<file path="src/logic/ssac_regs.svh">
// Constants of the serial step angle control block: frame layout,
// register selectors and table defaults.
// Assumes inclusion by bare name from the package and design modules.
`ifndef SSAC_REGS_SVH
`define SSAC_REGS_SVH

// ----------------------------------------------------------------
// Serial frame layout
// ----------------------------------------------------------------
`define SSAC_FRAME_BITS 5'h10
// Bit counter saturates so a long frame never wraps back to a legal count
`define SSAC_NBITS_MAX 5'h1f
`define SSAC_ADDR_HI 15
`define SSAC_ADDR_LO 14
`define SSAC_CFG_HI 13
`define SSAC_CFG_LO 6
`define SSAC_SC_HI 5
`define SSAC_SC_LO 0
`define SSAC_ADDR_RUN 2'h2
`define SSAC_ADDR_TBL 2'h3

// ----------------------------------------------------------------
// Phase table geometry
// ----------------------------------------------------------------
`define SSAC_QUAD_SPAN 5'h10
`define SSAC_PHASE_OFS 6'h10
`define SSAC_ZERO_CODE 6'h00
// Entries 1..16 of the 17-value quarter wave; entry 0 is always zero
`define SSAC_TBL_DEFAULT {6'h3f, 6'h3f, 6'h3e, 6'h3c, 6'h3a, 6'h37, 6'h34, 6'h30, \
    6'h2c, 6'h28, 6'h23, 6'h1d, 6'h17, 6'h12, 6'h0b, 6'h05}

`endif

</file>
<file path="src/logic/ssac_pkg.sv">
// Types of the serial step angle control block.
// Assumes ssac_regs.svh is on the include path.
`include "ssac_regs.svh"

package ssac_pkg;

    // ------------------------------------------------------------
    // State of the phase table memory
    // ------------------------------------------------------------
    typedef struct packed {
        logic [15:0][5:0] mem;
        logic [5:0] rd_a;
        logic [5:0] rd_b;
    } ssac_mem_t;

    // ------------------------------------------------------------
    // State of the step control top
    // ------------------------------------------------------------
    typedef struct packed {
        logic [2:0] sck_sy;
        logic [1:0] sdi_sy;
        logic [2:0] stb_sy;
        logic [15:0] shift;
        logic [4:0] nbits;
        logic [5:0] angle;
        logic [3:0] ld_ptr;
        logic [7:0] cfg;
        logic step;
        logic custom;
        logic a_zero1;
        logic b_zero1;
        logic a_neg1;
        logic b_neg1;
        logic [5:0] a_code;
        logic [5:0] b_code;
        logic a_neg;
        logic b_neg;
    } ssac_top_t;

endpackage

</file>
<file path="src/logic/ssac_step_ctrl.sv">
// Step angle control: serial frame receiver, modulo-64 step angle
// register and symmetric phase current lookup.
// Assumes the serial pins come from another domain; the core clock
// is far faster than the serial clock.
//
// Function
// [RL1] Step angle stays 0..63, modulo 64
// [RL2] Increment past 63 wraps to bottom
// [RL3] Decrement below 0 wraps to top
// [RL4] Step change field is bits 0..5
// [RL5] Field is signed, added to angle
// [RL6] One unit equals one sixteenth microstep
// [RL7] Host uses 16/8/4/2 per step size
// [RL8] Host repeats 000100 forward, 111100 reverse
// [RL9] Host resends other run bits each time
// [RL10] Step applied only on strobe rising edge
// [RL11] Serial clock never causes a step
// [RL12] Everything but sleep controllable serially
// [RL13] One 6-bit code per phase per position
// [RL14] Table derived from 17 symmetric values
// [RL15] Programmed profile replaces default sinusoid
// [RL16] Entry zero fixed; 16 loaded sequentially
// [RL17] Phase current is 6-bit converter code
// [RL18] Step angle clears to zero on reset
`timescale 1ns/1ps
`include "ssac_regs.svh"

module ssac_step_ctrl import ssac_pkg::*; (
    input wire logic i_core_clk,
    input wire logic i_rst_n,
    input wire logic i_sck,
    input wire logic i_sdi,
    input wire logic i_serial_strobe_low,
    output logic [5:0] o_step_angle,
    output logic [5:0] o_phase_a_code,
    output logic [5:0] o_phase_b_code,
    output logic o_phase_a_neg,
    output logic o_phase_b_neg,
    output logic o_step_pulse,
    output logic o_table_custom,
    output logic [7:0] o_run_cfg
);

    ssac_top_t r_ff;
    ssac_top_t nxt_r;

    // Strobe sync starts at its idle level, so leaving reset shows no false edge
    localparam ssac_top_t RST_STATE = '{stb_sy: '1, default: '0};

    logic sck_rise;
    logic stb_rise;
    logic stb_low;
    logic frame_ok;
    logic run_evt;
    logic tbl_evt;
    logic [5:0] sc_field;
    logic [5:0] b_pos;
    logic [4:0] a_idx;
    logic [4:0] b_idx;
    logic [3:0] a_raddr;
    logic [3:0] b_raddr;
    logic [5:0] a_rdata;
    logic [5:0] b_rdata;

    // ------------------------------------------------------------
    // Pin edges and frame decode
    // ------------------------------------------------------------
    // Edges look only at the second and third sync stages
    assign sck_rise = r_ff.sck_sy[1] & ~r_ff.sck_sy[2];
    assign stb_rise = r_ff.stb_sy[1] & ~r_ff.stb_sy[2];
    assign stb_low = ~r_ff.stb_sy[1];
    // Short or long frames are dropped rather than half applied
    assign frame_ok = (r_ff.nbits == `SSAC_FRAME_BITS);
    assign run_evt = stb_rise && frame_ok &&
        (r_ff.shift[`SSAC_ADDR_HI:`SSAC_ADDR_LO] == `SSAC_ADDR_RUN); // [RL10] [RL12]
    assign tbl_evt = stb_rise && frame_ok &&
        (r_ff.shift[`SSAC_ADDR_HI:`SSAC_ADDR_LO] == `SSAC_ADDR_TBL); // [RL12] [RL16]
    assign sc_field = r_ff.shift[`SSAC_SC_HI:`SSAC_SC_LO]; // [RL4]

    // ------------------------------------------------------------
    // Quadrant symmetry index
    // ------------------------------------------------------------
    // Odd quadrants mirror the quarter wave; phase B leads A by 16
    assign b_pos = r_ff.angle + `SSAC_PHASE_OFS; // [RL14]
    assign a_idx = r_ff.angle[4] ? 5'(`SSAC_QUAD_SPAN - {1'b0, r_ff.angle[3:0]})
                                 : {1'b0, r_ff.angle[3:0]}; // [RL14]
    assign b_idx = b_pos[4] ? 5'(`SSAC_QUAD_SPAN - {1'b0, b_pos[3:0]})
                            : {1'b0, b_pos[3:0]}; // [RL14]
    assign a_raddr = 4'(a_idx - 5'h01);
    assign b_raddr = 4'(b_idx - 5'h01);

    ssac_tbl_mem u_tbl (
        .i_core_clk(i_core_clk),
        .i_rst_n(i_rst_n),
        .i_we(tbl_evt),
        .i_waddr(r_ff.ld_ptr),
        .i_wdata(sc_field),
        .i_raddr_a(a_raddr),
        .i_raddr_b(b_raddr),
        .o_rdata_a(a_rdata),
        .o_rdata_b(b_rdata)
    );

    // ------------------------------------------------------------
    // Next state
    // ------------------------------------------------------------
    always_comb begin
        nxt_r = r_ff;
        nxt_r.sck_sy = {r_ff.sck_sy[1:0], i_sck};
        nxt_r.sdi_sy = {r_ff.sdi_sy[0], i_sdi};
        nxt_r.stb_sy = {r_ff.stb_sy[1:0], i_serial_strobe_low};
        nxt_r.step = 1'b0;
        // Serial clock only shifts bits, it never moves the angle
        if (sck_rise && stb_low) begin
            nxt_r.shift = {r_ff.shift[14:0], r_ff.sdi_sy[1]}; // [RL11]
            if (r_ff.nbits != `SSAC_NBITS_MAX) begin
                nxt_r.nbits = r_ff.nbits + 5'h01;
            end
        end
        if (stb_rise) begin
            nxt_r.nbits = 5'h00;
        end
        if (run_evt) begin
            // Six-bit sum wraps both ways; unit is a sixteenth microstep
            nxt_r.angle = r_ff.angle + sc_field; // [RL1] [RL2] [RL3] [RL5] [RL6]
            nxt_r.cfg = r_ff.shift[`SSAC_CFG_HI:`SSAC_CFG_LO]; // [RL12]
            nxt_r.step = 1'b1; // [RL10]
        end
        if (tbl_evt) begin
            nxt_r.ld_ptr = r_ff.ld_ptr + 4'h1; // [RL16]
            nxt_r.custom = 1'b1; // [RL15]
        end
        // Two-stage lookup: memory read, then output register
        nxt_r.a_zero1 = (a_idx == 5'h00); // [RL16]
        nxt_r.b_zero1 = (b_idx == 5'h00); // [RL16]
        nxt_r.a_neg1 = r_ff.angle[5] && (a_idx != 5'h00);
        nxt_r.b_neg1 = b_pos[5] && (b_idx != 5'h00);
        nxt_r.a_code = r_ff.a_zero1 ? `SSAC_ZERO_CODE : a_rdata; // [RL13] [RL17]
        nxt_r.b_code = r_ff.b_zero1 ? `SSAC_ZERO_CODE : b_rdata; // [RL13] [RL17]
        nxt_r.a_neg = r_ff.a_neg1;
        nxt_r.b_neg = r_ff.b_neg1;
    end

    always_ff @(posedge i_core_clk) begin
        if (!i_rst_n) begin
            r_ff <= RST_STATE; // [RL18]
        end else begin
            r_ff <= nxt_r;
        end
    end

    assign o_step_angle = r_ff.angle;
    assign o_phase_a_code = r_ff.a_code;
    assign o_phase_b_code = r_ff.b_code;
    assign o_phase_a_neg = r_ff.a_neg;
    assign o_phase_b_neg = r_ff.b_neg;
    assign o_step_pulse = r_ff.step;
    assign o_table_custom = r_ff.custom;
    assign o_run_cfg = r_ff.cfg;
endmodule

</file>
<file path="src/logic/ssac_tbl_mem.sv">
// Programmable phase table: 16 writable 6-bit entries, two read ports.
// Assumes one write per cycle at most; read data come one cycle after address.
`timescale 1ns/1ps
`include "ssac_regs.svh"

module ssac_tbl_mem import ssac_pkg::*; (
    input wire logic i_core_clk,
    input wire logic i_rst_n,
    input wire logic i_we,
    input wire logic [3:0] i_waddr,
    input wire logic [5:0] i_wdata,
    input wire logic [3:0] i_raddr_a,
    input wire logic [3:0] i_raddr_b,
    output logic [5:0] o_rdata_a,
    output logic [5:0] o_rdata_b
);

    ssac_mem_t r_ff;
    ssac_mem_t nxt_r;

    // ------------------------------------------------------------
    // Storage and registered reads
    // ------------------------------------------------------------
    always_comb begin
        nxt_r = r_ff;
        // Reads see old contents on a same-cycle write
        nxt_r.rd_a = r_ff.mem[i_raddr_a];
        nxt_r.rd_b = r_ff.mem[i_raddr_b];
        if (i_we) begin
            nxt_r.mem[i_waddr] = i_wdata;
        end
    end

    always_ff @(posedge i_core_clk) begin
        if (!i_rst_n) begin
            r_ff.mem <= `SSAC_TBL_DEFAULT;
            r_ff.rd_a <= `SSAC_ZERO_CODE;
            r_ff.rd_b <= `SSAC_ZERO_CODE;
        end else begin
            r_ff <= nxt_r;
        end
    end

    assign o_rdata_a = r_ff.rd_a;
    assign o_rdata_b = r_ff.rd_b;

endmodule

</file>
<file path="config.mk">
export PLATFORM = sky130hd
export DESIGN_NAME = ssac_step_ctrl
export DESIGN_NICKNAME = d
export VERILOG_FILES = /design/src/logic/ssac_pkg.sv /design/src/logic/ssac_step_ctrl.sv /design/src/logic/ssac_tbl_mem.sv
export VERILOG_INCLUDE_DIRS = /design/src /design/src/logic
export SDC_FILE = /design/constraint.sdc
export NUM_CORES = 1
export LEC_CHECK = 0
export BUFFER_PORTS_ARGS = -buffer_cell sky130_fd_sc_hd__buf_4
export CORE_UTILIZATION = 56
export CTS_BUF_LIST = sky130_fd_sc_hd__clkbuf_4 sky130_fd_sc_hd__clkbuf_8 sky130_fd_sc_hd__clkbuf_16
export CTS_CLUSTER_DIAMETER = 150
export CTS_CLUSTER_SIZE = 10
export DETAILED_ROUTE_END_ITERATION = 10
export GPL_TIMING_DRIVEN = 0
export PLACE_DENSITY_LB_ADDON = 0.2
export RECOVER_POWER = 25
export SLEW_MARGIN = 20
export SYNTH_ARGS = -nofsm -noshare
export SYNTH_HDL_FRONTEND = slang
export SYNTH_SLANG_ARGS = --single-unit
</file>
<file path="constraint.sdc">
create_clock -name i_core_clk -period 3.52 [get_ports i_core_clk]
set_input_delay 0.176 -clock i_core_clk [delete_from_list [all_inputs] [get_ports i_core_clk]]
set_output_delay 0.176 -clock i_core_clk [all_outputs]
set_load 0.05 [all_outputs]
</file>
# After elaboration in Yosys (flattened, before gate mapping)
# Index checks and enable logic that the tools add are counted.
[classes]
addsub = 8
magnitude_cmp = 4
eq_ne = 4
muxes = 10
bitwise = 6
reduce_logical = 15
[op_table]
columns = ["op", "count"]
rows = [
  ["$bwmux 96", 1],
  ["$bmux 6 s4", 2],
  ["$demux 6 s4", 1],
  ["$mux 6", 3],
  ["$lt 4x5->1 const B", 3],
  ["$logic_not 5->1", 2],
  ["$mux 5", 2],
  ["$reduce_bool 5->1", 2],
  ["$sub 5x4->5 const A", 2],
  ["$sub 4x1->4 const B", 2],
  ["$logic_and 1x1->1", 7],
  ["$add 6x5->6 const B", 1],
  ["$add 6x6->6", 1],
  ["$reduce_or 2->1", 3],
  ["$add 5x1->5 const B", 1],
  ["$eq 5x5->1 const B", 1],
  ["$ne 5x5->1 const B", 1],
  ["$add 4x1->4 const B", 1],
  ["$eq 2x2->1 const B", 2],
  ["$ge 4x1->1 const B", 1],
  ["$not 1->1", 4],
  ["$and 1x1->1", 2],
  ["$reduce_and 2->1", 1],
  ["$mux 1", 1],
]
[word_totals]
ff_bits = 175
inputBits = 5
output_inout_bits = 30
elab_cells = 83

# Longest topological paths before layout
[logic_depth]
ltp_word = 6
ltp_mapped = 11
mapped_depth_nobuf = 9

# Hierarchy
# From an unflattened synthesis, not the netlist that was laid out.
[unflattened]
cells_unflattened = 938
hier_area_um2 = 8720.9
[by_module_without_submodules]
columns = ["mod", "instances", "cells_each", "area_each_um2", "seq_area_each_um2"]
rows = [
  ["ssac_tbl_mem", 1, 591, 5761.8, 2162.1],
  ["ssac_step_ctrl", 1, 347, 2959.1, 1341.3],
]

# Worst setup path before layout
# Ideal clock, no wire load.
[synth_path]
path_type = "reg-to-reg"
from = "register r_ff, in the netlist o_step_angle[0]"
to = "register u_tbl.r_ff, in the netlist u_tbl.o_rdata_b[1]"
arrival_time_ns = 2.554
setup_slack_ns = 0.827
path_stages_with_launch = 12
path_buffers = 4
period_less_slack_ns = 2.693
path_cell_list = "dfxtp_1 -> buf_2 -> inv_1 -> ha_1 -> mux2i_1 -> ha_1 -> buf_2 -> buf_2 -> buf_2 -> mux4_2 -> mux2i_1 -> a211oi_2"
[synth_via]
elab_chain_len = 6
[synth_lines]
columns = ["item", "line", "source"]
rows = [
  ["start, declared", "ssac_step_ctrl.sv:44", "ssac_top_t r_ff;"],
  ["start signal, assigned", "ssac_step_ctrl.sv:148", "r_ff <= nxt_r;"],
  ["$add 6x5->6 (no line) *", "--", ""],
  ["$sub 5x4->5 (no line)", "--", ""],
  ["$mux 5 *", "ssac_step_ctrl.sv:87", "assign b_idx = b_pos[4] ? 5'(`SSAC_QUAD_SPAN - {1'b0, b_pos[3:0]})"],
  ["$sub 4x1->4 *", "ssac_step_ctrl.sv:90", "assign b_raddr = 4'(b_idx - 5'h01);"],
  ["$bmux 6 s4 *", "ssac_tbl_mem.sv:28", "nxt_r.rd_b = r_ff.mem[i_raddr_b];"],
  ["$mux 6 (not written as such) *", "ssac_tbl_mem.sv:28", ""],
  ["end signal, assigned", "ssac_tbl_mem.sv:40", "r_ff <= nxt_r;"],
  ["end, declared", "ssac_tbl_mem.sv:18", "ssac_mem_t r_ff;"],
]
# Every way passes the cells marked *; elsewhere a longest branch is shown, timed or not. The select of a mux whose other input is x is not followed.
# A chain may end at the register's enable or synchronous reset.

# Final worst setup path
[layout_path]
from = "register r_ff, in the netlist o_step_angle[0]"
to = "register u_tbl.r_ff, in the netlist u_tbl.o_rdata_b[4]"
# The elaborated chain is that of the path after synthesis.

==> results.yml <==
layout:
  area_delta_synth_final_pct: 12.3
  diodes: 0
  drive_above_1_share: 0.174
  final_nets: 982
  fin_cells: 1156
routing:
  drtPass1Iterations: 8
  drt_wl_total_um: 22500
  drc: 8
  routedWlPerCell_um: 19.5
  ant_nets: 0
  drt_iter0_markers: 652
  via_count: 7026
  via_per_inst: 6.08
clocking:
  clockRootBuffer: "clkbuf_16"
  clockBufferDepth: 2
  clock_sinks: 175
  cts_tree: "yes"
  insertion_delay_ns: 0.44
  cts_setup_buffers: 0
  htree_levels: 4
  clk_pin_slew_ns: 0.07
  cts_made_buffers: 17
timing:
  finalCritPeriodShare: 0.947
  worst_slew_pin_slew_ns: 1.01
  slew_headroom: 0.323
  rsz0062_at_grt: "no"
  clock_skew_ns: 0.00880
  drv_slew: 0
  whs_ns: 0.171
  setup_viol: 0
  finalWorstSetupSlack_ns: 0.186
  fmax_mhz: 300
  tns_ns: 0
  finalCriticalPeriod_ns: 3.33
  final-hold-violation-count: 0
status:
  violations: "design-rule violations"
  status: "complete, but fails checks"
place:
  hpwl_um: 15700
  dp_slack_ns: -0.0409
  dp_cells: 1122
  io_buffers: 33
  gp_congestion: 0.920
setup_path:
  crit_path_end_kind: "flop"
  rr_worst_depth: 10
  worstPathRequired_ns: 3.81
  critPathLaunchType: "flop"
  arrival_ns: 3.62
  path_class: "reg -> reg"
  cp_max_fo: 10
logic_synthesis:
  yosysSeqAreaShare: 0.415
  syn_inst: 905
  synth_cell_type_count: 49
  synthesis.nets: 928
  ys_async_sr_fraction: 0
  synth_ff_type: "dfxtp_1"
  ys_seq_elements: 175
  synth_edf_count: 0
  yosysWarnings: 0
  syn_area_per_cell_um2: 9.33
  netlist_area_mm2: 0.00845
global_route:
  antenna_found_initial: 2
  grt_usage: 0.297
  grt_pass1_wl_um: 35000
  overflow: 0
  grt_pass1_vias: 6446
  grt_max_degree: 17
floorplan:
  fp.dieW_um: 125
  dieArea_mm2: 0.0156
  core_area_mm2: 0.0146
  boundaryPins: 35
  start_util: 0.577
  num_rows: 44
  chipHeight_um: 125
job:
  cap_viol_max_count: 0
power:
  p_leak_nw: 3.51
  vdd_drop_max_mv: 0.418
  finalPower_mw: 3.96
  p_per_area_mw_per_mm2: 417
hold_path:
  whs_path_depth: 2
  hold_path_class: "in -> reg"
-- where the power goes --
part,internal (mW),switching [mW]
Sequential,2.00,0.00435
Combinational,0.0279,0.0764
Clock,1.06,0.790
Total,3.09,0.871
-- state kept, by name, indices dropped and copies added, names as in the netlist --
| name | flops |
|---|---|
| o_step_pulse | 1 |
| u_tbl.o_rdata_b | 6 |
| nxt_r | 7 |
| r_ff | 30 |
| u_tbl.o_rdata_a | 6 |
| u_tbl.r_ff | 96 |
| o_table_custom | 1 |
| o_phase_a_code | 6 |
| o_phase_b_code | 6 |
| o_phase_b_neg | 1 |
| o_step_angle | 6 |
| o_run_cfg | 8 |
| o_phase_a_neg | 1 |
-- final timing paths --
kind         slack [ns]       startpoint                 end
max                0.19  o_step_angle[0]  u_tbl.o_rdata_b[4]
min                0.17          i_rst_n           nxt_r[61]
max reg2reg        0.19  o_step_angle[0]  u_tbl.o_rdata_b[4]
min reg2reg        0.41        nxt_r[60]           nxt_r[61]
-- synthesized netlist by cell type, drive strengths merged (2+ instances only) --
cell type,number,share of area
nor3,4,0.0024
mux4,48,0.13
nand4,3,0.0022
o31ai,3,0.0033
nor3b,2,0.0018
mux2i,16,0.019
or3,2,0.0015
clkbuf,44,0.020
buf,58,0.046
o21ai,7,0.0041
inv,12,0.0053
nand3,136,0.081
o211ai,9,0.0080
and3,4,0.0030
ha,17,0.025
dfxtp,175,0.41
and2,20,0.015
nor4,4,0.010
and2b,5,0.0044
nor4bb,2,0.0024
xor2,7,0.0073
xnor2,8,0.010
nor2,17,0.0076
nand2,174,0.077
nand2b,6,0.0044
nor4b,2,0.0021
nand3b,2,0.0022
a21oi,72,0.043
a211oi,25,0.028
nor2b,10,0.0074
-- routing by layer --
metal,vias to the layer above,global-route usage,part of all wire
li1,3271,-,-
met1,3353,0.385,0.40
met2,343,0.461,0.46
met3,57,0.0696,0.10
met4,2,0.163,0.034
met5,-,0,0.00040
-- critical path: stages (launching register included) --
cell	delay [ns]
dfxtp_1	0.37
buf_2	0.25
inv_1	0.18
ha_2	0.42
mux2i_1	0.12
ha_1	0.22
xor2_1	0.16
xnor2_2	0.57
buf_4	0.40
mux2i_2	0.37
a211oi_2	0.11
-- per-stage QoR --
step                instance area, um^2   util
detailed placement                 8920  0.609
CTS                                9550  0.652
global placement                   8920  0.609
floorplan                          8450      -
global route                       9490  0.648
finish                             9490  0.648
-- cells by family after synthesis --
group	count (synthesis)	share of synthesized area
DFF	175	0.415
xor gates and xnor gates	16	0.0200
muxes	64	0.147
AOI/OAI and AO/OA	119	0.0893
buffers and inverters	114	0.0705
adders and majority gates	18	0.0276
and+or+nand+nor	399	0.231
-- cells in the final DEF, fill, tap and decap left out, types with 5 or more instances in the layout --
cell / netlist / final
dfxtp_1: 175 / 175
nand2_1: 174 / 174
nand3_1: 136 / 136
clkbuf_1: 44 / 73
a21oi_1: 72 / 72
mux4_2: 48 / 48
buf_4: 32 / 35
nor2_1: 17 / 17
clkbuf_16: 0 / 17
buf_2: 20 / 16
ha_1: 17 / 16
a211oi_1: 15 / 15
and2_0: 0 / 11
inv_1: 10 / 11
a211oi_2: 10 / 10
nor2b_1: 10 / 10
o211ai_1: 9 / 9
and2_1: 20 / 9
clkbuf_4: 0 / 8
mux2i_1: 16 / 8
xor2_1: 7 / 7
o21ai_0: 7 / 7
xnor2_1: 6 / 6
nand2b_1: 6 / 6
and2b_1: 5 / 5
mux2i_2: 0 / 5
-- area by class of cell --
type / count / area [um^2]
repair buffers: 36 / 169
well taps: 184 / 230
fillers: 1230 / 5160
inverters: 12 / 45.0
flip-flops and latches: 175 / 3500
multi-input cells: 616 / 4410
plain buffers: 101 / 553
clock inverters: 8 / 82.6
clock buffers: 24 / 497
-- timing repair --
action,CTS,global route
hold buffers,3,0
endpoints found under the hold margin,3,0
gates resized for setup,4,11
setup endpoints to repair,4,12
(Power assumes the default switching activity.)
